$ cat src/core/pcr_pkg.sv
// Constants shared by the PCS control register block
package pcr_pkg;

    // ------------------------------------------------------------------
    // Register map and field positions
    // ------------------------------------------------------------------
    localparam logic [4:0] CTRL_REG_ADDR  = 5'h00;
    localparam logic [4:0] BCAST_PHY_ADDR = 5'h00;
    localparam int         BIT_RESET      = 15;
    localparam int         BIT_LOOPBACK   = 14;
    localparam int         BIT_SPEED_LSB  = 13;
    localparam int         BIT_AN_ENABLE  = 12;
    localparam int         BIT_POWER_DOWN = 11;

    // ------------------------------------------------------------------
    // Reset values
    // ------------------------------------------------------------------
    localparam logic LOOPBACK_DEF   = 1'b0;
    localparam logic SPEED_LSB_DEF  = 1'b0;
    localparam logic AN_ENABLE_DEF  = 1'b1;
    localparam logic POWER_DOWN_DEF = 1'b0;

    // ------------------------------------------------------------------
    // Management frame encodings and field lengths
    // ------------------------------------------------------------------
    localparam logic [1:0] OP_WRITE  = 2'h1;
    localparam logic [1:0] OP_READ   = 2'h2;
    localparam logic [4:0] HDR_LAST  = 5'h0b;
    localparam logic [4:0] TA_LAST   = 5'h01;
    localparam logic [4:0] DATA_LAST = 5'h0f;

    // ------------------------------------------------------------------
    // Timing
    // ------------------------------------------------------------------
    localparam int CLK_PERIOD_PS   = 4000;
    localparam int SOFT_RST_MIN_NS = 16;
    localparam int SOFT_RST_CYCLES =
        (SOFT_RST_MIN_NS * 1000 + CLK_PERIOD_PS - 1) / CLK_PERIOD_PS;

endpackage

$ cat src/core/pcr_mgmt_if.sv
// Register access strobes between the management frame engine and the bank
`timescale 1ns/1ps
interface pcr_mgmt_if;
    logic        wr_stb;
    logic        rd_stb;
    logic [4:0]  reg_addr;
    logic [15:0] wr_data;
    logic [15:0] rd_data;

    modport engine (output wr_stb, output rd_stb, output reg_addr, output wr_data,
                    input rd_data);
    modport bank   (input wr_stb, input rd_stb, input reg_addr, input wr_data,
                    output rd_data);
endinterface

$ cat src/core/pcr_ctrl_bank.sv
// Control register bank: bits 15 to 11, core reset sequencing, outputs
`timescale 1ns/1ps
module pcr_ctrl_bank (
    input  wire logic   ref_clk,
    input  wire logic   nrst,
    pcr_mgmt_if.bank    mgmt,
    input  wire logic   ext_reset_sync,
    input  wire logic   lock_sync,
    input  wire logic   tbi_mode,
    input  wire logic   sgmii_mode,
    input  wire logic   pgc_mode,
    input  wire logic   an_present,
    input  wire logic   on_chip_xcvr,
    input  wire logic   pma_present,
    input  wire logic   rx_client_clock_source,
    input  wire logic   cfg_load,
    input  wire logic [4:0] cfg_vector,
    output logic        core_reset,
    output logic        loopback_internal,
    output logic        wrap_out,
    output logic        speed_lsb,
    output logic        an_enable,
    output logic        power_down_xcvr
);

    logic       lb_r, lb_nxt;
    logic       spd_r, spd_nxt;
    logic       an_r, an_nxt;
    logic       pd_r, pd_nxt;
    logic [2:0] srst_cnt_r, srst_cnt_nxt;
    logic       srst_active;
    logic       core_rst;
    logic       spd_writable;
    logic       wr_any;
    logic [4:0] wr_bits;
    logic [5:0] out_r, out_nxt;

    // ------------------------------------------------------------------
    // Reset sources and write selection
    // ------------------------------------------------------------------
    assign srst_active  = (srst_cnt_r != 3'h0);
    assign core_rst     = ext_reset_sync | ~lock_sync | srst_active;
    assign spd_writable = sgmii_mode & pgc_mode;
    // A management write beats a configuration vector load in the same cycle
    assign wr_any  = (mgmt.wr_stb && mgmt.reg_addr == pcr_pkg::CTRL_REG_ADDR) | cfg_load;
    assign wr_bits = (mgmt.wr_stb && mgmt.reg_addr == pcr_pkg::CTRL_REG_ADDR) ?
                     mgmt.wr_data[15:11] : cfg_vector;

    // Next values of the stored control bits
    always_comb begin
        lb_nxt       = lb_r;
        spd_nxt      = spd_r;
        an_nxt       = an_r;
        pd_nxt       = pd_r;
        srst_cnt_nxt = srst_active ? srst_cnt_r - 3'h1 : 3'h0;
        if (core_rst) begin
            lb_nxt  = pcr_pkg::LOOPBACK_DEF;
            spd_nxt = pcr_pkg::SPEED_LSB_DEF;
            an_nxt  = pcr_pkg::AN_ENABLE_DEF;
            pd_nxt  = pcr_pkg::POWER_DOWN_DEF;
        end else if (wr_any) begin
            if (wr_bits[pcr_pkg::BIT_RESET - 11]) begin
                // Other bits of this write would be wiped anyway, so skip them
                srst_cnt_nxt = 3'(pcr_pkg::SOFT_RST_CYCLES);
            end else begin
                lb_nxt  = wr_bits[pcr_pkg::BIT_LOOPBACK - 11];
                spd_nxt = spd_writable & wr_bits[pcr_pkg::BIT_SPEED_LSB - 11];
                an_nxt  = wr_bits[pcr_pkg::BIT_AN_ENABLE - 11];
                // Writing 0 cannot clear power down; only a core reset does
                pd_nxt  = pd_r | wr_bits[pcr_pkg::BIT_POWER_DOWN - 11];
            end
        end
    end

    always_ff @(posedge ref_clk or negedge nrst) begin
        if (!nrst) begin
            lb_r       <= pcr_pkg::LOOPBACK_DEF;
            spd_r      <= pcr_pkg::SPEED_LSB_DEF;
            an_r       <= pcr_pkg::AN_ENABLE_DEF;
            pd_r       <= pcr_pkg::POWER_DOWN_DEF;
            srst_cnt_r <= 3'h0;
        end else begin
            lb_r       <= lb_nxt;
            spd_r      <= spd_nxt;
            an_r       <= an_nxt;
            pd_r       <= pd_nxt;
            srst_cnt_r <= srst_cnt_nxt;
        end
    end

    // ------------------------------------------------------------------
    // Read word; the reset bit shows 1 only while the soft reset runs
    // ------------------------------------------------------------------
    always_comb begin
        mgmt.rd_data = 16'h0000;
        if (mgmt.reg_addr == pcr_pkg::CTRL_REG_ADDR) begin
            mgmt.rd_data[pcr_pkg::BIT_RESET]      = srst_active;
            mgmt.rd_data[pcr_pkg::BIT_LOOPBACK]   = lb_r;
            mgmt.rd_data[pcr_pkg::BIT_SPEED_LSB]  = spd_r & spd_writable;
            mgmt.rd_data[pcr_pkg::BIT_AN_ENABLE]  = an_r & an_present;
            mgmt.rd_data[pcr_pkg::BIT_POWER_DOWN] = pd_r;
        end
    end

    // Registered control outputs toward the datapath and transceiver
    always_comb begin
        out_nxt[0] = core_rst;
        // No internal loopback when the client clock is the recovered clock
        out_nxt[1] = lb_r & on_chip_xcvr & ~tbi_mode & ~rx_client_clock_source;
        out_nxt[2] = lb_r & tbi_mode;
        out_nxt[3] = spd_r & spd_writable;
        out_nxt[4] = an_r & an_present;
        out_nxt[5] = pd_r & pma_present & ~tbi_mode;
    end

    always_ff @(posedge ref_clk or negedge nrst) begin
        if (!nrst) begin
            out_r <= 6'h01;
        end else begin
            out_r <= out_nxt;
        end
    end

    assign core_reset        = out_r[0];
    assign loopback_internal = out_r[1];
    assign wrap_out          = out_r[2];
    assign speed_lsb         = out_r[3];
    assign an_enable         = out_r[4];
    assign power_down_xcvr   = out_r[5];

endmodule

$ cat src/core/pcr_control_register.sv
// Top of the PCS control register: management frame engine and bank
`timescale 1ns/1ps
module pcr_control_register (
    input  wire logic       ref_clk,
    input  wire logic       nrst,
    input  wire logic       ext_reset,
    input  wire logic       clock_manager_lock,
    input  wire logic       mdc,
    input  wire logic       mdio_i,
    output logic            mdio_o,
    output logic            mdio_t,
    input  wire logic [4:0] phy_addr,
    input  wire logic       tbi_mode,
    input  wire logic       sgmii_mode,
    input  wire logic       pgc_mode,
    input  wire logic       an_present,
    input  wire logic       on_chip_xcvr,
    input  wire logic       pma_present,
    input  wire logic       rx_client_clock_source,
    input  wire logic       cfg_load,
    input  wire logic [4:0] cfg_vector,
    output logic            core_reset,
    output logic            loopback_internal,
    output logic            wrap_out,
    output logic            speed_lsb,
    output logic            an_enable,
    output logic            power_down_xcvr
);

    typedef enum {
        PCR_PRE,
        PCR_START,
        PCR_HDR,
        PCR_TA,
        PCR_DATA
    } pcr_mdio_state_e;

    pcr_mgmt_if mgmt ();

    // ------------------------------------------------------------------
    // Pin synchronisers
    // ------------------------------------------------------------------
    logic [4:0] sync1_r, sync1_nxt;
    logic [4:0] sync2_r, sync2_nxt;
    logic       mdc_d_r, mdc_d_nxt;
    logic       mdc_rise;
    logic       bit_in;

    // First stage feeds only the second; edge detect uses stages two and three
    always_comb begin
        sync1_nxt = {ext_reset, clock_manager_lock, 1'b0, mdio_i, mdc};
        sync2_nxt = sync1_r;
        mdc_d_nxt = sync2_r[0];
    end

    always_ff @(posedge ref_clk or negedge nrst) begin
        if (!nrst) begin
            sync1_r <= 5'h00;
            sync2_r <= 5'h00;
            mdc_d_r <= 1'b0;
        end else begin
            sync1_r <= sync1_nxt;
            sync2_r <= sync2_nxt;
            mdc_d_r <= mdc_d_nxt;
        end
    end

    assign mdc_rise = sync2_r[0] & ~mdc_d_r;
    assign bit_in   = sync2_r[1];

    // ------------------------------------------------------------------
    // Management frame engine
    // ------------------------------------------------------------------
    pcr_mdio_state_e st_r, st_nxt;
    logic [4:0]      cnt_r, cnt_nxt;
    logic [15:0]     shf_r, shf_nxt;
    logic [15:0]     out_r, out_nxt;
    logic [4:0]      reg_r, reg_nxt;
    logic            ones_r, ones_nxt;
    logic            rd_r, rd_nxt;
    logic            wr_r, wr_nxt;
    logic            mdo_r, mdo_nxt;
    logic            mdt_r, mdt_nxt;
    logic [11:0]     hdr;
    logic            addressed;

    // Header as it stands once its last bit arrives
    assign hdr       = {shf_r[10:0], bit_in};
    assign addressed = (hdr[9:5] == phy_addr) || (hdr[9:5] == pcr_pkg::BCAST_PHY_ADDR);

    // Bits are taken on the rising clock edge; our drive changes just after it,
    // which leaves the master nearly a whole management clock of setup
    always_comb begin
        st_nxt   = st_r;
        cnt_nxt  = cnt_r;
        shf_nxt  = shf_r;
        out_nxt  = out_r;
        reg_nxt  = reg_r;
        ones_nxt = ones_r;
        rd_nxt   = rd_r;
        wr_nxt   = wr_r;
        mdo_nxt  = mdo_r;
        mdt_nxt  = mdt_r;
        if (mdc_rise) begin
            case (st_r)
                PCR_PRE: begin
                    if (bit_in) begin
                        ones_nxt = 1'b1;
                    end else if (ones_r) begin
                        st_nxt = PCR_START;
                    end
                end
                PCR_START: begin
                    ones_nxt = 1'b0;
                    cnt_nxt  = 5'h00;
                    st_nxt   = bit_in ? PCR_HDR : PCR_PRE;
                end
                PCR_HDR: begin
                    shf_nxt = {shf_r[14:0], bit_in};
                    cnt_nxt = cnt_r + 5'h01;
                    if (cnt_r == pcr_pkg::HDR_LAST) begin
                        reg_nxt = hdr[4:0];
                        rd_nxt  = addressed && (hdr[11:10] == pcr_pkg::OP_READ);
                        wr_nxt  = addressed && (hdr[11:10] == pcr_pkg::OP_WRITE);
                        cnt_nxt = 5'h00;
                        st_nxt  = PCR_TA;
                    end
                end
                PCR_TA: begin
                    cnt_nxt = cnt_r + 5'h01;
                    if (cnt_r == 5'h00) begin
                        // On a read addressed to us, take the line for the second turnaround bit
                        out_nxt = mgmt.rd_data;
                        mdo_nxt = 1'b0;
                        mdt_nxt = rd_r;
                    end else if (cnt_r == pcr_pkg::TA_LAST) begin
                        mdo_nxt = out_r[15];
                        out_nxt = {out_r[14:0], 1'b0};
                        cnt_nxt = 5'h00;
                        st_nxt  = PCR_DATA;
                    end
                end
                PCR_DATA: begin
                    shf_nxt = {shf_r[14:0], bit_in};
                    cnt_nxt = cnt_r + 5'h01;
                    mdo_nxt = out_r[15];
                    out_nxt = {out_r[14:0], 1'b0};
                    if (cnt_r == pcr_pkg::DATA_LAST) begin
                        // A fresh preamble is needed before the next frame
                        mdo_nxt = 1'b0;
                        mdt_nxt = 1'b0;
                        rd_nxt  = 1'b0;
                        wr_nxt  = 1'b0;
                        st_nxt  = PCR_PRE;
                    end
                end
                default: begin
                    st_nxt  = PCR_PRE;
                    mdt_nxt = 1'b0;
                end
            endcase
        end
    end

    always_ff @(posedge ref_clk or negedge nrst) begin
        if (!nrst) begin
            st_r   <= PCR_PRE;
            cnt_r  <= 5'h00;
            shf_r  <= 16'h0000;
            out_r  <= 16'h0000;
            reg_r  <= 5'h00;
            ones_r <= 1'b0;
            rd_r   <= 1'b0;
            wr_r   <= 1'b0;
            mdo_r  <= 1'b0;
            mdt_r  <= 1'b0;
        end else begin
            st_r   <= st_nxt;
            cnt_r  <= cnt_nxt;
            shf_r  <= shf_nxt;
            out_r  <= out_nxt;
            reg_r  <= reg_nxt;
            ones_r <= ones_nxt;
            rd_r   <= rd_nxt;
            wr_r   <= wr_nxt;
            mdo_r  <= mdo_nxt;
            mdt_r  <= mdt_nxt;
        end
    end

    // Strobes into the bank: write on the last data bit, read at turnaround
    assign mgmt.wr_stb   = mdc_rise && (st_r == PCR_DATA) && (cnt_r == pcr_pkg::DATA_LAST)
                           && wr_r;
    assign mgmt.rd_stb   = mdc_rise && (st_r == PCR_TA) && (cnt_r == 5'h00) && rd_r;
    assign mgmt.reg_addr = reg_r;
    assign mgmt.wr_data  = {shf_r[14:0], bit_in};

    assign mdio_o = mdo_r;
    assign mdio_t = mdt_r;

    // ------------------------------------------------------------------
    // Control register bank
    // ------------------------------------------------------------------
    pcr_ctrl_bank u_bank (
        .ref_clk                (ref_clk),
        .nrst                   (nrst),
        .mgmt                   (mgmt.bank),
        .ext_reset_sync         (sync2_r[4]),
        .lock_sync              (sync2_r[3]),
        .tbi_mode               (tbi_mode),
        .sgmii_mode             (sgmii_mode),
        .pgc_mode               (pgc_mode),
        .an_present             (an_present),
        .on_chip_xcvr           (on_chip_xcvr),
        .pma_present            (pma_present),
        .rx_client_clock_source (rx_client_clock_source),
        .cfg_load               (cfg_load),
        .cfg_vector             (cfg_vector),
        .core_reset             (core_reset),
        .loopback_internal      (loopback_internal),
        .wrap_out               (wrap_out),
        .speed_lsb              (speed_lsb),
        .an_enable              (an_enable),
        .power_down_xcvr        (power_down_xcvr)
    );

endmodule

$ cat config.mk
export PLATFORM = sky130hd
export DESIGN_NAME = pcr_control_register
export DESIGN_NICKNAME = d
export VERILOG_FILES = /design/src/core/pcr_pkg.sv /design/src/core/pcr_mgmt_if.sv /design/src/core/pcr_ctrl_bank.sv /design/src/core/pcr_control_register.sv
export SDC_FILE = /design/constraint.sdc
export NUM_CORES = 1
export LEC_CHECK = 0
export BUFFER_PORTS_ARGS = -buffer_cell sky130_fd_sc_hd__buf_2
export CELL_PAD_IN_SITES_DETAIL_PLACEMENT = 0
export CELL_PAD_IN_SITES_GLOBAL_PLACEMENT = 1
export CORE_ASPECT_RATIO = 1.2
export CORE_MARGIN = 2
export CORE_UTILIZATION = 49
export CTS_BUF_LIST = sky130_fd_sc_hd__clkbuf_16
export DETAILED_ROUTE_END_ITERATION = 8
export GPL_TIMING_DRIVEN = 0
export PLACE_DENSITY = 0.89
export SLEW_MARGIN = 25
export SYNTH_ARGS = -nofsm -noshare
export SYNTH_HDL_FRONTEND = slang
export SYNTH_HIERARCHICAL = 1
export SYNTH_SLANG_ARGS = --single-unit
$ cat constraint.sdc
create_clock -name ref_clk -period 2.6 [get_ports ref_clk]
set_input_delay 0.78 -clock ref_clk [delete_from_list [all_inputs] [get_ports ref_clk]]
set_output_delay 0.78 -clock ref_clk [all_outputs]
set_load 0.005 [all_outputs]
==> results_dict.tcl, run 1 <==
set metrics [dict create \
    fillCellCount 538 \
    cts_hold_buf 0 \
    p_clk_share_pct 34.5 \
    fmax_mhz 399 \
    path_max_fanout 5 \
    io_pins 32 \
    multi_input_area_um2 1630 \
    outcome "complete, no violations" \
    cts_buffers 9 \
    cp.arrival_ns 2.76 \
    crit_required_ns 2.85 \
    netlist_area_um2 3530 \
    grt_pass1_wl_um 10700 \
    ff2ff_path_depth 9 \
    drt_iter0_markers 110 \
    setup_viol 0 \
    hold_viol 0 \
    grt_pass1_vias 2309 \
    r2r-end "u_bank/an_r" \
    finalWeightedCongestion 0.780 \
    r2r_start "cnt_r[1]" \
    cts_sinks 71 \
    worstMarginPinSlew_ns 0.517 \
    antenna_cells 0 \
    yosysWarnings 6 \
    syn_inst 279 \
    drc 0 \
    num_rows 33 \
    vias 2272 \
    clock_path_buffers 2 \
    wl_per_cell_um 14.4 \
    grt_remaining_overflow 0 \
    holdCritPathClass "in -> async" \
    grt_use_total_pct 17.7 \
    core-area_um2 6900 \
    cp-start-kind "register" \
    drv_slew 0 \
    stdcell_area_um2 4200 \
    cp-end-kind "register" \
    die_h_um 97.0 \
    cts_tree "built" \
    ir_drop_mv 0.550 \
    p_per_area_nw_per_um2 831 \
    drt-pass1-iter-count 4 \
    p_leak_nw 2.02 \
    p_seq_share_pct 43.9 \
    slew_headroom_pct 65.3 \
    cts_max_level 3 \
    clk_pin_slew_worst_paths_ns 0.06 \
    die_area_um2 7900 \
    grt_max_degree 51 \
    seq_area_um2 1780 \
    combPwrFrac_pct 21.7 \
    drive_gt1_share_pct 42.4 \
    min_period_ns 2.50 \
    area_delta_synth_final_pct 18.9 \
    avgViaCountPerCell 5.32 \
    skew_ns 0.00504 \
    finalCritPeriodShare_pct 96.3 \
    cap_viol_max_count 0 \
    final_nets 363 \
    p_int_w 0.00254 \
    initial_utilization_pct 51.2 \
    port_buffers 31 \
    die_x_um 81.5 \
    finalPower_w 0.00349 \
    wirelength_um 6140 \
    r2r_setup_slack_ns 0.1 \
    clkLatencyLatePin_ns 0.32 \
    dpl.hpwl_um 4340 \
    syn_avg_cell_area_um2 12.7 \
    netSwitchingPower_w 0.000945 \
    path_class "reg -> reg" \
    swShare_pct 27.1 \
    placed_cell_area_um2 3860 \
    cts-root-buf "clkbuf_16" \
    ant_nets 0 \
    antenna_found_initial 0 \
]
## metrics by stage
stage | setup TNS [ns] | hold WS (ns) | instances | utilization (%) | worst slack [ns]
2_1_floorplan | 0 | 0.331 | 289 | - | 0.227
3_3_place_gp | -0.0303 | 0.333 | 407 | 55.6 | -0.0303
3_5_place_dp | -0.0545 | 0.335 | 408 | 56.0 | -0.0502
4_1_cts | 0 | 0.343 | 424 | 60.4 | 0.0143
5_1_grt | -0.0457 | 0.353 | 427 | 60.9 | -0.0214
6_report | 0 | 0.344 | 427 | 60.9 | 0.0951
## cell type report
cell class	instances	share of cell area, %
plain buffers	22	3.64
clock buffers	9	5.37
clock inverters	7	1.73
inverters	5	0.447
multi-input cells	191	38.9
flip-flops and latches	71	42.4
well taps	87	2.59
repair buffers	35	4.95
## power by group through the flow
| stage | Sequential (W) | Clock [W] | Combinational [W] |
|---|---|---|---|
| floorplan | 0.00149 | 0 | 0.000574 |
| global placement | 0.00154 | 0 | 0.000691 |
| detailed placement | 0.00155 | 0 | 0.000721 |
| CTS | 0.00154 | 0.00123 | 0.000729 |
| global route | 0.00157 | 0.00129 | 0.000842 |
| finish | 0.00153 | 0.00120 | 0.000756 |
## sequential cells by signal, indices dropped and copies added (netlist names), 3 cells and up
name               cells
sync2_r                4
st_r                   3
u_bank/out_r           6
cnt_r                  5
u_bank/srst_cnt_r      3
out_r                 16
mgmt.reg_addr          5
sync1_r                4
shf_r                 15
## worst max-delay path, cell delays in order (launching register included)
cell and delay (ns):
dfrtp_1 0.38, ha_2 0.22, and3_2 0.18, ha_2 0.20
nand2_1 0.09, nor2_2 0.13, or3b_4 0.39, or3_4 0.34
and3_4 0.21, mux2_4 0.29
## worst max path at each step
stage                              to  depth (start not counted)  startpoint  slack (ns)
final                     u_bank/an_r                          9    cnt_r[1]         0.1
after global routing      u_bank/an_r                          9    cnt_r[1]       -0.02
after CTS                 u_bank/an_r                          9    cnt_r[0]        0.01
after detailed placement  u_bank/an_r                          9    cnt_r[0]       -0.05
after global placement    u_bank/an_r                          9    cnt_r[0]       -0.03
after floorplan           u_bank/an_r                          9    cnt_r[0]        0.23
## layout by cell type, fill, tap and decap left out, types with 7 or more instances in the layout
cell        n
nor3_1      7
buf_4      16
dfrtp_1    68
buf_2      32
o21ai_0    13
mux2_4     19
nand2_1    13
clkbuf_16   9
conb_1     11
mux2_2     34
## per-layer routing
layer	GRT usage, %	vias up	wire length (um)
met5	0	-	0
met4	8.47	0	106
met3	3.54	8	150
met2	27.8	29	3080
met1	23.1	1133	2810
li1	-	1102	-
## what timing repair did
item	CTS	global route
gates resized for setup	3	4
endpoints found under the setup margin	2	4
buffers inserted	0	3
Power figures use the tool's default switching activity.
==> run 2, diff against run 1 <==
--- a/config.mk
+++ b/config.mk
@@ -14,7 +14,7 @@
 export CTS_BUF_LIST = sky130_fd_sc_hd__clkbuf_16
 export DETAILED_ROUTE_END_ITERATION = 8
 export GPL_TIMING_DRIVEN = 0
-export PLACE_DENSITY = 0.89
+export PLACE_DENSITY = 0.82
 export SLEW_MARGIN = 25
 export SYNTH_ARGS = -nofsm -noshare
 export SYNTH_HDL_FRONTEND = slang
==> results_dict.tcl, run 2 (same netlist as run 1, synthesis figures left out) <==
set metrics [dict create \
    die_area_um2 7900 \
    drive_gt1_share_pct 42.3 \
    grt_remaining_overflow 0 \
    holdCritPathClass "in -> async" \
    cts_tree "built" \
    crit_required_ns 2.86 \
    largest_reg_flops 16 \
    clock_path_buffers 2 \
    r2r_setup_slack_ns 0.15 \
    final_nets 361 \
    p_leak_nw 2.02 \
    wirelength_um 6300 \
    clkLatencyLatePin_ns 0.33 \
    crit_chain "ha_4 -> and3_2 -> ha_2 -> nand2_1 -> nor2_2 -> or3b_4 -> or3_4 -> and3_4 -> mux2_4" \
    skew_ns 0.00390 \
    area_delta_synth_final_pct 19.5 \
    rsz0062_at_grt "no" \
    avgViaCountPerCell 5.25 \
    drt_iter0_markers 102 \
    setup_viol 0 \
    grt_pass1_vias 2398 \
    top_regs "out_r (16), shf_r (15), u_bank/out_r (6)" \
    port_buffers 31 \
    fin_util_pct 61.2 \
    crit_slowest_cell "dfrtp_2" \
    path_class "reg -> reg" \
    swShare_pct 26.4 \
    clk_pin_slew_worst_paths_ns 0.06 \
    outcome "complete, no violations" \
    cts_buffers 9 \
    p_int_w 0.00263 \
    antenna_found_initial 0 \
    combPwrFrac_pct 20.4 \
    die_x_um 81.5 \
    r2r-end "u_bank/an_r" \
    min_period_ns 2.45 \
    p_clk_share_pct 35.9 \
    startpoint "cnt_r[1]" \
    initial_utilization_pct 51.2 \
    r2r_start "cnt_r[1]" \
    cp-end-kind "register" \
    top_register "out_r" \
    dpl.hpwl_um 4420 \
    antenna_cells 0 \
    layout_common_cells "dfrtp_1 (68), mux2_2 (34), buf_2 (32), mux2_4 (19), buf_4 (15)" \
    final_common_cell "dfrtp_1" \
    cts_sinks 71 \
    drc 0 \
    io_pins 32 \
    cp-start-kind "register" \
    p_per_area_nw_per_um2 846 \
    cts_hold_buf 0 \
    die_h_um 97.0 \
    cap_viol_max_count 0 \
    worstMarginPinSlew_ns 0.492 \
    fin_setup_tns_ns 0 \
    num_rows 33 \
    hold_viol 0 \
    max_stage_delay_ns 0.41 \
    whs_ns 0.332 \
    cp.arrival_ns 2.71 \
    core-area_um2 6900 \
    ff2ff_path_depth 9 \
    slew_headroom_pct 67.0 \
    grt_use_total_pct 18.3 \
    ir_drop_mv 0.531 \
    grt_max_degree 52 \
    netSwitchingPower_w 0.000943 \
    finalCritPeriodShare_pct 94.4 \
    grt_pass1_wl_um 11000 \
    p_seq_share_pct 43.7 \
    drt-pass1-iter-count 4 \
    wl_per_cell_um 14.8 \
    drv_slew 0 \
    cts-root-buf "clkbuf_16" \
    vias 2233 \
    fmax_mhz 407 \
    path_max_fanout 5 \
    cts_max_level 3 \
    ant_nets 0 \
    finalWeightedCongestion 0.778 \
]
[run 2: cell count changes in the layout (fill, tap and decap cells not counted), sizes merged]
cell	delta
buf	-1
bufinv	+1
clkbuf	-1
inv	-1
[run 2: timing repair]
| action | 4_1_cts | 5_1_grt |
|---|---|---|
| buffers inserted | 1 | 1 |
| pin swaps | 0 | 2 |
| endpoints found under the setup margin | 4 | 4 |
| gates cloned | 0 | 0 |
| gates resized for setup | 2 | 7 |
[run 2: cell type report]
class / instances / area (um^2)
Fill cell: 539 / 2680
Sequential cell: 71 / 1780
Multi-Input combinational cell: 191 / 1650
Clock buffer: 9 / 225
Timing Repair Buffer: 34 / 200
Buffer: 21 / 149
Tap cell: 87 / 109
Clock inverter: 7 / 88.8
Inverter: 5 / 18.8
[run 2: worst max-delay path: cells and delay by family (launching register included)]
family,cells,cell delay (ns)
and+or+nand+nor,6,1.31
DFF,1,0.41
adders and majority gates,2,0.36
muxes,1,0.29
[run 2: metrics by stage]
step                instance area, um^2  power (W)  setup WS (ns)  cells
finish                             4220    0.00357          0.145    425
global route                       4220    0.00377        0.00807    425
CTS                                4190    0.00359         0.0200    425
detailed placement                 3860    0.00228        -0.0511    408
global placement                   3830    0.00223        -0.0115    407
floorplan                          3570    0.00206          0.227    289
[run 2: worst max path at each step]
| stage | to | slack [ns] | depth (start not counted) |
|---|---|---|---|
| after CTS | u_bank/an_r | 0.02 | 9 |
| after global routing | u_bank/an_r | 0.008 | 8 |
| final | u_bank/an_r | 0.15 | 9 |
| after global placement | u_bank/an_r | -0.01 | 9 |
| after detailed placement | u_bank/an_r | -0.05 | 9 |
| after floorplan | u_bank/an_r | 0.23 | 9 |
[run 2: metal layers]
metal | GRT usage, % | vias to the layer above | routed length, um
met4 | 8.21 | 0 | 133
met1 | 22.8 | 1102 | 2810
met2 | 29.5 | 31 | 3140
met3 | 4.57 | 12 | 217
met5 | 0 | - | 0
li1 | - | 1088 | -
[run 2: power by group through the flow]
stage / combinational, W / sequential [W] / clock [W]
3_5_place_dp: 0.000725 / 0.00156 / 0
2_1_floorplan: 0.000574 / 0.00149 / 0
3_3_place_gp: 0.000690 / 0.00154 / 0
4_1_cts: 0.000744 / 0.00154 / 0.00131
5_1_grt: 0.000818 / 0.00160 / 0.00136
6_report: 0.000730 / 0.00156 / 0.00128
